$ cat src/rtl/adc_readout_pkg.sv
// constants shared by the converter readout logic and its testbench
package adc_readout_pkg;

	// ************************************************************
	// clock and timing
	// ************************************************************
	localparam int CLK_PERIOD_NS = 100;
	// conversion length, arbitrary but long enough to hold an internal readout
	localparam int CONV_TIME_NS = 8000;
	localparam int CONV_CYCLES = CONV_TIME_NS / CLK_PERIOD_NS;
	localparam logic [7:0] CONV_LAST = 8'(CONV_CYCLES - 1);
	// internal_readout_delay: wait from conversion start to first bit clock
	localparam int INTERNAL_READOUT_DELAY_NS = 200;
	localparam int INTERNAL_READOUT_DELAY_CYCLES =
		(INTERNAL_READOUT_DELAY_NS + CLK_PERIOD_NS - 1) / CLK_PERIOD_NS;
	localparam logic [3:0] DELAY_LAST = 4'(INTERNAL_READOUT_DELAY_CYCLES - 1);

	// ************************************************************
	// word layout and bit clock phases
	// ************************************************************
	localparam int WORD_WIDTH = 16;
	localparam logic [4:0] WORD_BITS = 5'h10;
	localparam logic [15:0] MSB_MASK = 16'h8000;
	localparam logic [1:0] PHASE_LOAD = 2'h0;
	localparam logic [1:0] PHASE_RISE = 2'h1;
	localparam logic [1:0] PHASE_FALL = 2'h3;
	localparam int SYNC_BITS = 7;

	// ************************************************************
	// state machines
	// ************************************************************
	typedef enum logic [2:0] {
		C_IDLE = 3'b001,
		C_CONV = 3'b010,
		C_DONE = 3'b100
	} conv_state_t;

	typedef enum logic [3:0] {
		R_IDLE = 4'b0001,
		R_WAIT = 4'b0010,
		R_INT = 4'b0100,
		R_EXT = 4'b1000
	} read_state_t;

endpackage : adc_readout_pkg

$ cat src/rtl/word_buffer.sv
// two-entry valid/ready buffer between conversion core and result storage
`timescale 1ns/10ps
`default_nettype none

module word_buffer #(
	parameter int WIDTH = 16,
	parameter int DEPTH = 2
) (
	// clock and reset
	input wire logic clock_in,
	input wire logic resetn_in,
	// filling side
	input wire logic in_valid_in,
	input wire logic [WIDTH-1:0] in_data_in,
	output logic in_ready_out,
	// draining side
	output logic out_valid_out,
	output logic [WIDTH-1:0] out_data_out,
	input wire logic out_ready_in
);
	localparam int PW = $clog2(DEPTH);

	logic [WIDTH-1:0] mem [DEPTH];
	logic [PW-1:0] wr_ptr_r;
	logic [PW-1:0] rd_ptr_r;
	logic [PW:0] count_r;
	wire do_push;
	wire do_pop;

	// handshakes; full and empty come straight from the count
	assign in_ready_out = (count_r != (PW+1)'(DEPTH));
	assign out_valid_out = (count_r != '0);
	assign out_data_out = mem[rd_ptr_r];
	assign do_push = in_valid_in & in_ready_out;
	assign do_pop = out_valid_out & out_ready_in;

	// storage array, no reset needed on data
	always_ff @(posedge clock_in) begin
		if (do_push) begin
			mem[wr_ptr_r] <= in_data_in;
		end
	end

	// pointers and occupancy
	always_ff @(posedge clock_in or negedge resetn_in) begin
		if (!resetn_in) begin
			wr_ptr_r <= '0;
			rd_ptr_r <= '0;
			count_r <= '0;
		end else begin
			if (do_push) begin
				wr_ptr_r <= wr_ptr_r + 1'b1;
			end
			if (do_pop) begin
				rd_ptr_r <= rd_ptr_r + 1'b1;
			end
			count_r <= count_r + (PW+1)'(do_push) - (PW+1)'(do_pop);
		end
	end

endmodule : word_buffer

`default_nettype wire

$ cat src/rtl/adc_readout.sv
// conversion start, busy framing and serial result readout of the converter
`timescale 1ns/10ps
`default_nettype none

// Notes on behaviour
// - conversion starts when the later of chip select and read/convert falls
// - busy low at start, high once result sits in storage
// - readout always gives the most recently completed result
// - output format chosen by the format select level
// - format select high gives straight binary, low gives two's complement
// - result words go out most significant bit first
// - first conversion after reset is flagged as not valid
// - clock select low drives the bit clock pin, high makes it an input
// - internal mode: 16 bit clock pulses after a delay at conversion start
// - internal mode: bit clock idles low, bit valid at rise and fall
// - after the last bit, data shows cascade input captured at start
// - internal mode sends a word every conversion regardless of controls
// - external mode: controls open the read, bits valid fall then rise
// - chip select tied low: read/convert alone converts and reads
// - clock seen outside read gives a frame marker on first rise
// - no clock outside read: no marker, first rise shifts out the MSB
// - external mode: cascade input passes through after the word, first the level captured at read entry
// - power down refuses conversions, keeps the output shift register
// - external read entered on read/convert rise with select low, or select fall
module adc_readout
	import adc_readout_pkg::*;
(
	// clock and reset
	input wire logic clock_in,
	input wire logic resetn_in,
	// control pins
	input wire logic chip_select_n_in,
	input wire logic read_convert_in,
	input wire logic clock_source_ext_in,
	input wire logic output_format_select_in,
	input wire logic power_down_in,
	input wire logic cascade_in,
	// result from the conversion core
	input wire logic [15:0] core_result_in,
	// bit clock pin, split
	input wire logic serial_bit_clock_in,
	output logic serial_bit_clock_out,
	output logic serial_bit_clock_oe_out,
	// serial outputs and status
	output logic serial_data_out,
	output logic frame_sync_out,
	output logic busy_out,
	output logic result_valid_out
);

	// ************************************************************
	// input synchronisers
	// ************************************************************
	logic [SYNC_BITS-1:0] sync1_r;
	logic [SYNC_BITS-1:0] sync2_r;
	logic bclk_d_r;
	wire [SYNC_BITS-1:0] pins_raw;
	wire cs_n_s;
	wire rc_s;
	wire ext_s;
	wire fmt_s;
	wire power_down_in_s;
	wire tag_s;
	wire bclk_s;
	wire bclk_rise;

	assign pins_raw = {chip_select_n_in, read_convert_in, clock_source_ext_in,
		output_format_select_in, power_down_in, cascade_in, serial_bit_clock_in};

	// two flops per pin; first stage feeds only the second
	genvar gi;
	generate
		for (gi = 0; gi < SYNC_BITS; gi++) begin : g_sync
			always_ff @(posedge clock_in or negedge resetn_in) begin
				if (!resetn_in) begin
					sync1_r[gi] <= 1'b0;
					sync2_r[gi] <= 1'b0;
				end else begin
					sync1_r[gi] <= pins_raw[gi];
					sync2_r[gi] <= sync1_r[gi];
				end
			end
		end
	endgenerate

	assign {cs_n_s, rc_s, ext_s, fmt_s, power_down_in_s, tag_s, bclk_s} = sync2_r;

	// edge finder works on the second stage only
	always_ff @(posedge clock_in or negedge resetn_in) begin
		if (!resetn_in) begin
			bclk_d_r <= 1'b0;
		end else begin
			bclk_d_r <= bclk_s;
		end
	end
	assign bclk_rise = bclk_s & ~bclk_d_r;

	// ************************************************************
	// conversion control
	// ************************************************************
	conv_state_t c_state_r;
	conv_state_t c_state_nxt;
	logic [7:0] conv_cnt_r;
	logic conv_req_d_r;
	logic busy_r;
	wire conv_req;
	wire start_conv;
	wire conv_last;
	wire buf_in_ready;
	wire buf_out_valid;
	wire buf_out_ready;
	wire [15:0] buf_out_data;
	wire pop;
	wire read_busy;
	read_state_t r_state_r;
	read_state_t r_state_nxt;

	// both controls low; edge of the pair is the later falling pin
	// start on second fall
	assign conv_req = ~cs_n_s & ~rc_s;
	assign start_conv = (c_state_r == C_IDLE) & conv_req & ~conv_req_d_r & ~power_down_in_s & busy_r;
	assign conv_last = (conv_cnt_r == CONV_LAST);

	// next state; a full buffer holds the core in C_DONE
	always_comb begin
		case (c_state_r)
			C_IDLE: c_state_nxt = start_conv ? C_CONV : C_IDLE;
			C_CONV: c_state_nxt = conv_last ? C_DONE : C_CONV;
			C_DONE: c_state_nxt = buf_in_ready ? C_IDLE : C_DONE;
			default: c_state_nxt = C_IDLE;
		endcase
	end

	always_ff @(posedge clock_in or negedge resetn_in) begin
		if (!resetn_in) begin
			c_state_r <= C_IDLE;
			conv_cnt_r <= '0;
			conv_req_d_r <= 1'b1; // sync stages reset low; avoids a false start at release
		end else begin
			c_state_r <= c_state_nxt;
			conv_cnt_r <= (c_state_r == C_CONV) ? conv_cnt_r + 8'h01 : 8'h00;
			conv_req_d_r <= conv_req;
		end
	end

	// storage only updates between reads so a word never changes mid-shift
	assign read_busy = (r_state_r != R_IDLE);
	assign buf_out_ready = ~read_busy;
	assign pop = buf_out_valid & buf_out_ready;

	word_buffer #(
		.WIDTH(WORD_WIDTH),
		.DEPTH(2)
	) u_buf (
		.clock_in(clock_in),
		.resetn_in(resetn_in),
		.in_valid_in(c_state_r == C_DONE),
		.in_data_in(core_result_in),
		.in_ready_out(buf_in_ready),
		.out_valid_out(buf_out_valid),
		.out_data_out(buf_out_data),
		.out_ready_in(buf_out_ready)
	);

	// ************************************************************
	// result storage and busy
	// ************************************************************
	logic [15:0] store_r;
	logic [1:0] loads_r;
	logic result_valid_r;

	always_ff @(posedge clock_in or negedge resetn_in) begin
		if (!resetn_in) begin
			busy_r <= 1'b1;
			store_r <= '0;
			loads_r <= '0;
			result_valid_r <= 1'b0;
		end else begin
			if (start_conv) begin
				busy_r <= 1'b0;
			end else if (pop) begin
				busy_r <= 1'b1;
			end
			if (pop) begin
				store_r <= buf_out_data;
				loads_r <= (loads_r == 2'h2) ? loads_r : loads_r + 2'h1;
				result_valid_r <= (loads_r != 2'h0);
			end
		end
	end

	// ************************************************************
	// serial readout
	// ************************************************************
	logic [16:0] shift_r;
	logic [4:0] bitcnt_r;
	logic [1:0] phase_r;
	logic [3:0] dly_r;
	logic tag_cap_r;
	logic saw_clk_r;
	logic sync_pend_r;
	logic rd_cond_d_r;
	logic data_r;
	logic fsync_r;
	logic bclk_out_r;
	logic bclk_oe_r;
	wire rd_cond;
	wire ext_enter;
	wire int_enter;
	wire [15:0] word_fmt;
	wire int_load;
	wire int_done;
	wire ext_shift;

	// select tied low leaves read/convert in charge
	assign rd_cond = ~cs_n_s & rc_s;
	assign ext_enter = (r_state_r == R_IDLE) & ext_s & rd_cond & ~rd_cond_d_r;
	assign int_enter = (r_state_r == R_IDLE) & ~ext_s & start_conv;
	assign word_fmt = fmt_s ? store_r : (store_r ^ MSB_MASK);
	assign int_load = (r_state_r == R_INT) & (phase_r == PHASE_LOAD);
	assign int_done = int_load & (bitcnt_r == WORD_BITS);
	assign ext_shift = (r_state_r == R_EXT) & bclk_rise & ~sync_pend_r;

	always_comb begin
		case (r_state_r)
			R_IDLE: r_state_nxt = ext_enter ? R_EXT : (int_enter ? R_WAIT : R_IDLE);
			R_WAIT: r_state_nxt = (dly_r == DELAY_LAST) ? R_INT : R_WAIT;
			R_INT: r_state_nxt = int_done ? R_IDLE : R_INT;
			R_EXT: r_state_nxt = (rd_cond & ext_s) ? R_EXT : R_IDLE;
			default: r_state_nxt = R_IDLE;
		endcase
	end

	// state and counters of the readout
	always_ff @(posedge clock_in or negedge resetn_in) begin
		if (!resetn_in) begin
			r_state_r <= R_IDLE;
			rd_cond_d_r <= 1'b0;
			dly_r <= '0;
			phase_r <= '0;
			bitcnt_r <= '0;
		end else begin
			r_state_r <= r_state_nxt;
			rd_cond_d_r <= rd_cond;
			dly_r <= (r_state_r == R_WAIT) ? dly_r + 4'h1 : 4'h0;
			phase_r <= (r_state_r == R_INT) ? phase_r + 2'h1 : 2'h0;
			if (r_state_r != R_INT) begin
				bitcnt_r <= '0;
			end else if (phase_r == PHASE_FALL) begin
				bitcnt_r <= bitcnt_r + 5'h01;
			end
		end
	end

	// shift register: word then cascade bits fed in behind it
	// msb first
	// captured cascade level trails the word
	// cascade bits follow in external mode
	always_ff @(posedge clock_in or negedge resetn_in) begin
		if (!resetn_in) begin
			shift_r <= '0;
			tag_cap_r <= 1'b0;
			data_r <= 1'b0;
		end else if (ext_enter | int_enter) begin
			shift_r <= {word_fmt, tag_s};
			tag_cap_r <= tag_s;
		end else if (int_load) begin
			data_r <= shift_r[16];
			shift_r <= {shift_r[15:0], tag_cap_r};
		end else if (ext_shift) begin
			data_r <= shift_r[16];
			shift_r <= {shift_r[15:0], tag_s};
		end
	end

	// frame marker: any rise seen outside an external read arms it
	// marker on first rise
	// no marker when clock was idle
	always_ff @(posedge clock_in or negedge resetn_in) begin
		if (!resetn_in) begin
			saw_clk_r <= 1'b0;
			sync_pend_r <= 1'b0;
			fsync_r <= 1'b0;
		end else begin
			if (ext_enter) begin
				saw_clk_r <= 1'b0;
				sync_pend_r <= saw_clk_r | bclk_rise;
			end else if (bclk_rise & (r_state_r != R_EXT)) begin
				saw_clk_r <= 1'b1;
			end else if (bclk_rise & sync_pend_r) begin
				sync_pend_r <= 1'b0;
			end
			if (r_state_r != R_EXT) begin
				fsync_r <= 1'b0;
			end else if (bclk_rise) begin
				fsync_r <= sync_pend_r;
			end
		end
	end

	// bit clock: idles low, high on phases 1-2 so the bit spans rise and fall
	// sixteen pulses
	// external mode only listens to the pin
	always_ff @(posedge clock_in or negedge resetn_in) begin
		if (!resetn_in) begin
			bclk_out_r <= 1'b0;
			bclk_oe_r <= 1'b0;
		end else begin
			bclk_out_r <= (r_state_r == R_INT) & (bitcnt_r != WORD_BITS) &
				((phase_r == PHASE_RISE) | (phase_r == 2'h2));
			bclk_oe_r <= ~ext_s;
		end
	end

	// outputs straight from flops
	assign serial_bit_clock_out = bclk_out_r;
	assign serial_bit_clock_oe_out = bclk_oe_r;
	assign serial_data_out = data_r;
	assign frame_sync_out = fsync_r;
	assign busy_out = busy_r;
	assign result_valid_out = result_valid_r;

	// ************************************************************
	// checks
	// ************************************************************
	logic [4:0] pulse_cnt_r;

	// counts rising edges of the driven bit clock during one internal read
	always_ff @(posedge clock_in or negedge resetn_in) begin
		if (!resetn_in) begin
			pulse_cnt_r <= '0;
		end else if (int_enter) begin
			pulse_cnt_r <= '0;
		end else if (bclk_out_r & (r_state_r == R_INT) & (phase_r == 2'h2)) begin
			pulse_cnt_r <= pulse_cnt_r + 5'h01;
		end
	end
endmodule : adc_readout

`default_nettype wire

$ cat config.mk
export PLATFORM = sky130hd
export DESIGN_NAME = adc_readout
export DESIGN_NICKNAME = d
export VERILOG_FILES = /design/src/rtl/adc_readout_pkg.sv /design/src/rtl/word_buffer.sv /design/src/rtl/adc_readout.sv
export SDC_FILE = /design/constraint.sdc
export NUM_CORES = 1
export LEC_CHECK = 0
export BUFFER_PORTS_ARGS = -buffer_cell sky130_fd_sc_hd__buf_4
export CAP_MARGIN = 20
export CORE_AREA = 5 5 146 148
export CTS_CLUSTER_DIAMETER = 50
export DETAILED_ROUTE_END_ITERATION = 16
export DIE_AREA = 0 0 151 153
export GPL_TIMING_DRIVEN = 0
export HOLD_SLACK_MARGIN = 0.06
export SLEW_MARGIN = 40
export SYNTH_ARGS = -nofsm -noshare
export SYNTH_HDL_FRONTEND = slang
export SYNTH_SLANG_ARGS = --single-unit
$ cat constraint.sdc
create_clock -name clock_in -period 4.1 [get_ports clock_in]
set_input_delay 0.41 -clock clock_in [delete_from_list [all_inputs] [get_ports clock_in]]
set_output_delay 0.41 -clock clock_in [all_outputs]
set_load 0.01 [all_outputs]
Word level (Yosys, flattened, before mapping) --
Memory sizes are Yosys's and may differ from the RTL's. A register that Yosys moved wholly into a read port is not among the register bits. Cells that the tools add are included. W data, S select, Z words.
Operators by class: $add $sub $neg 9, equal/unequal tests 20, mux-type cells 32, bitwise gates (word level) 38, reduce and logical (&&, ||, !) cells 14
Operators with widths (count):
- $mux W17 | 3
- $and A1 B1 Y1 | 23
- $mux W16 | 1
- $pmux W4 S4 | 1
- $reduce_bool A2 Y1 | 8
- $mux W1 | 13
- $mux W3 | 4
- $mux W4 | 3
- $not A1 Y1 | 12
- $mux W5 | 2
- $pmux W3 S3 | 1
- $add A8 B1 Y8 const B | 1
- $eq A4 B1 Y1 const B | 2
- $eq A8 B7 Y1 const B | 1
- $mux W8 | 1
- $eq A2 B2 Y1 const B | 3
- $mux W2 | 3
- $reduce_and A2 Y1 | 3
- $add A5 B1 Y5 const B | 1
- $eq A5 B5 Y1 const B | 1
- $ne A5 B5 Y1 const B | 1
- $add A2 B1 Y2 const B | 2
- $add A4 B1 Y4 const B | 1
- $eq A4 B2 Y1 const B | 1
- 17 further kinds | 21
Storage, ports and cells: flip-flop bits (word level) 75, memory bits (writable) 32, input bits 25, word-level logic and storage cells 151, memories 1
Memories:
- u_buf.mem | words 2, bits a word 16, rd ports 1, clocked after Yosys merged registers in 1, wr ports 1, RTL line word_buffer.sv:23 | logic [WIDTH-1:0] mem [DEPTH];

Longest topological paths before layout --
depth in word-level cells 10, gate-level depth with buffers 9, gate-level depth less buffers 8

Modules after synthesis --
From an unflattened synthesis, not the netlist that was laid out.
Unflattened totals: cells, all modules 347, area, all modules 4897.2 sq um
Modules (own cells, without submodules):
- adc_readout | times used 1, cells each 275, area an instance 3520.9 sq um, seq. area each 2182.1 sq um
- word_buffer | times used 1, cells each 72, area an instance 1376.3 sq um, seq. area each 1061.0 sq um

Least setup slack after synthesis --
OpenSTA, ideal clock, no wires.
path type register to register, from register r_state_r[0], to register shift_r[15], arrival time 2.138 ns, required time 3.974 ns, setup slack 1.836 ns, stages on the path, launching flop included 8, buffers on the path 3, period minus slack after synthesis 2.264 ns, cell sequence dfstp_2 -> or4b_4 -> or3_1 -> clkbuf_2 -> o211a_1 -> buf_6 -> buf_8 -> a221o_1
On the way: longest elaborated chain between the ends 6, elaborated cells on any way between the ends 15
Ends and longest elaborated chain:
- start, declared | RTL line adc_readout.sv:115 | read_state_t r_state_r;
- start signal, assigned | RTL line adc_readout.sv:243 | r_state_r <= r_state_nxt;
- $eq A4 B1 Y1 | RTL line adc_readout.sv:217, adc_readout.sv:218
- $and A1 B1 Y1 (3 in series) | RTL line adc_readout.sv:217 | assign ext_enter = (r_state_r == R_IDLE) & ext_s & rd_cond & ~rd_cond_d_r;
- $or A1 B1 Y1 | RTL line adc_readout.sv:264 | end else if (ext_enter | int_enter) begin
- $reduce_bool A3 Y1 (no line) / $mux W17 (equally long branches)
- end signal, assigned | RTL line adc_readout.sv:265 | shift_r <= {word_fmt, tag_s};
- end signal, assigned | RTL line adc_readout.sv:269 | shift_r <= {shift_r[15:0], tag_cap_r};
- end signal, assigned | RTL line adc_readout.sv:272 | shift_r <= {shift_r[15:0], tag_s};
- end, declared | RTL line adc_readout.sv:195 | logic [16:0] shift_r;
Parallel ways exist; a longest one is shown, timed or not. A chain may end at the register's enable or synchronous reset.

Worst setup path after layout --
from register r_state_r[0], to register u_buf.count_r[1]
On the way: longest elaborated chain between the ends 4
Ends and longest elaborated chain:
- $ne A4 B1 Y1 | RTL line adc_readout.sv:147 | assign read_busy = (r_state_r != R_IDLE);
- $not A1 Y1 | RTL line adc_readout.sv:148 | assign buf_out_ready = ~read_busy;
- $and A1 B1 Y1
- named net pop | RTL line adc_readout.sv:113 | wire pop;
- $sub A2 B1 Y2 | RTL line word_buffer.sv:57 | count_r <= count_r + (PW+1)'(do_push) - (PW+1)'(do_pop);
- end signal, assigned | RTL line word_buffer.sv:57
- end, declared | RTL line word_buffer.sv:26 | logic [PW:0] count_r;
The timed path passes the listed nets, and every way through them passes these cells.

==> summary.md <==
| Metric | Value |
|---|---|
| Worst Hold Class | `primary input to asynchronous set/reset pin` |
| CP Max Fanout | `10` |
| Syn nets | `roughly 400` |
| Worst Setup End Kind | `register` |
| Post-synth top area share | `0.447` |
| Row count | `52` |
| Initial antenna violation count | `0` |
| First-pass GRT wire length | `between 10000 and 15000 um` |
| Top FF cell, synth | `dfrtp_1` |
| Outcome | `finished clean` |
| 1st-pass router iterations | `4` |
| Antenna Nets Post-Route | `0` |
| Die W | `151 um` |
| Number of diodes | `0` |
| Chip height | `approximately 150 um` |
| Core Box Area | `about 20000 um^2` |
| # fillers | `2027` |
| Top area cells in the synthesized netlist | `dfrtp_1 45%, edfxtp_1 20%, mux2i_1 3.5%` |
| Pre-CTS setup slack | `~1.6 ns` |
| Area leader, netlist | `dfrtp_1` |
| Commonest non-fill, non-tap cell in the layout | `dfrtp_1` |
| Sum Neg Setup Slack | `0 ns` |
| Post-Synthesis Cells | `~360` |
| Final slew viol count | `0` |
| Cts-stage hold buffer count | `0` |
| Worst-case reg-to-reg path depth | `9` |
| I/O Pins | `31` |
| Worst EP required | `~4.4 ns` |
| Headroom to the max-slew limit | `0.499` |
| YS warnings | `0` |
| Nets | `approximately 450` |
| Gpl congestion | `between 0.7 and 0.8` |
| Slack of the critical path | `about 1.6 ns` |
| H-tree depth | `4` |
| Post-DP HPWL | `5950 um` |
| P per Cell Area | `490 nW/um^2` |
| CTS tree | `built` |
| # clock sinks | `between 100 and 150` |
| Bufs on Longest Clock Path | `2` |
| Final Cycle Share | `0.600` |
| I/O Buffers | `30` |
| Ys async rst share | `0.740` |
| Maxcap violations | `0` |
| TritonCTS Buffers | `17` |
| Multi-input gate area | `approximately 1500 um^2` |
| Achievable Freq | `around 410 MHz` |
| DR DRC count | `0` |
| Leakage | `2.50 nW` |
| Layout cell share with drive strength beyond 1 | `0.219` |
| P&R area growth vs syn | `24.6%` |
| DR iter-0 viols | `111` |
| Clk_skew | `slightly below 0.01 ns` |
| Synth Area per Inst | `about 13 um^2` |
| Clock Pin Slew Worst Setup and Hold Paths | `roughly 0.05 ns` |
| Avg Vias per Cell | `roughly 4.1` |
| Number of global-route vias before repair | `roughly 3000` |
| Clock root buffer | `clkbuf_16` |
| R2R Setup Slk | `1.64 ns` |
| Drt wl/cell | `approximately 12 um` |
| Maximum VDD drop | `roughly 0.25 mV` |
| Yosys reg bits | `approximately 120` |
| Pin count of the biggest net entering global routing | `92` |
| Die area | `23100 um^2` |
| Total GRT Usage | `0.0817` |
| Initial Util | `0.245` |
| # Post-CTS Setup Buffers | `0` |
| Critical Path Start | `r_state_r[0]$_DFF_PN1_` |
| Register area | `3240 um^2` |
| Startpoint Class | `register` |
| Cells after DPL | `roughly 660` |
| Post-synth cell types | `just over 50` |
| Cell Area, Synth | `roughly 5000 um^2` |
| Commonest cells after routing, fill and taps aside | `87 x dfrtp_1, 32 x edfxtp_1, 29 x buf_4` |
| Register area share after synthesis | `0.666` |
| DR vias | `approximately 2800` |
| Total grt overflow | `0` |
| RSZ-0062 raised after global routing | `no` |
| Final Non-Filler Cells | `between 600 and 700` |
| Crit path time final | `2.46 ns` |
| Post-synth EDFFs | `32` |
| Clk_lat worst skew | `between 0.4 and 0.5 ns` |
| Crit path kind | `register to register` |
| WP data arrival | `2.78 ns` |
| Worst R2R End | `u_buf.count_r[1]$_DFF_PN0_` |
| Worst-Margin Slew | `around 0.75 ns` |
| Tot Pwr | `2.97 mW` |
| Final setup fails | `0` |
| Total Wirelength | `between 8000 and 9000 um` |
| Worst R2R Start | `r_state_r[0]$_DFF_PN1_` |
| CTS resizes | `0` |
| Final Hold Viols | `0` |
## final cells by class
class,instances,area share
multi-input cells,209,0.247
repair buffers,30,0.0382
plain buffers,13,0.0116
well taps,270,0.0557
clock buffers,20,0.0737
clock inverters,12,0.0285
flip-flops and latches,123,0.535
inverters,18,0.0111
## cells in the mapped netlist (2+ instances only)
| cell type | count |
|---|---|
| nor2_1 | 29 |
| nand3_1 | 3 |
| and3_1 | 3 |
| nand4_1 | 3 |
| nor3_1 | 4 |
| mux2_2 | 3 |
| and2b_2 | 7 |
| and2_1 | 2 |
| xor2_1 | 6 |
| nand2_1 | 22 |
| a21oi_1 | 5 |
| nand3b_1 | 2 |
| ha_1 | 11 |
| o21a_1 | 2 |
| xnor2_1 | 12 |
| dfstp_2 | 4 |
| a221o_2 | 7 |
| nor2b_1 | 12 |
| nand2b_1 | 2 |
| or4b_1 | 2 |
| inv_1 | 18 |
| mux2i_1 | 17 |
| o21ai_0 | 22 |
| edfxtp_1 | 32 |
| or2b_1 | 2 |
| nor3b_1 | 3 |
| clkbuf_1 | 8 |
| or3_1 | 2 |
| dfrtp_1 | 87 |
| a221o_1 | 10 |
## sequential cells by signal, indices dropped and copies added (netlist names), 2 cells and up
| signal | flops |
|---|---|
| phase_r | 2 |
| loads_r | 2 |
| shift_r | 17 |
| u_buf.mem | 32 |
| r_state_r | 4 |
| store_r | 16 |
| conv_cnt_r | 8 |
| sync1_r | 7 |
| u_buf.count_r | 2 |
| c_state_r | 3 |
| dly_r | 4 |
| bitcnt_r | 5 |
## worst max path at each step
stage / end / cells after the start
final: u_buf.count_r[1]$_DFF_PN0_ / 9
after CTS: u_buf.count_r[1]$_DFF_PN0_ / 9
after floorplan: shift_r[15]$_DFFE_PN0P_ / 7
after global routing: u_buf.count_r[1]$_DFF_PN0_ / 9
after global placement: u_buf.count_r[1]$_DFF_PN0_ / 9
after detailed placement: u_buf.count_r[1]$_DFF_PN0_ / 9
## cell families (layout without fill, tap and decap cells)
family,after synthesis,in the layout,share of synthesized area
compound gates,53,53,0.0820
mux,20,20,0.0419
xor+xnor,18,18,0.0324
buf+inv,31,93,0.0283
flops,123,123,0.666
fa+ha+maj,11,11,0.0283
simple gates,107,107,0.121
## report_power, final
group	internal, mW	switching, mW
Clock	1.03	0.512
Combinational	0.0541	0.0563
Sequential	1.30	0.0248
## stage by stage
step	utilization	hold WS [ns]	area, um^2
after detailed placement	0.273	0.336	5440
after global placement	0.273	0.339	5430
after CTS	0.304	0.0863	6060
after floorplan	-	0.114	4870
after global routing	0.305	0.0864	6060
final	0.305	0.0367	6060
## routing by layer
layer / vias to the layer above / share of wire / wire [um] / GRT usage
met5: - / 0 / 0 / 0
met4: 0 / 0.016 / 142 / 0.0415
met3: 9 / 0.030 / 258 / 0.0249
met2: 46 / 0.52 / 4450 / 0.133
met1: 1403 / 0.44 / 3780 / 0.0973
li1: 1377 / - / - / -
## worst max-delay path, stage by stage, from the launching register on
cell and delay, ns:
dfstp_2 0.57, or4b_4 0.50, or2_1 0.25, clkbuf_1 0.23
inv_1 0.14, ha_1 0.23, inv_1 0.06, ha_1 0.14
xnor2_1 0.13, xnor2_1 0.13
Power figures use the tool's default switching activity.
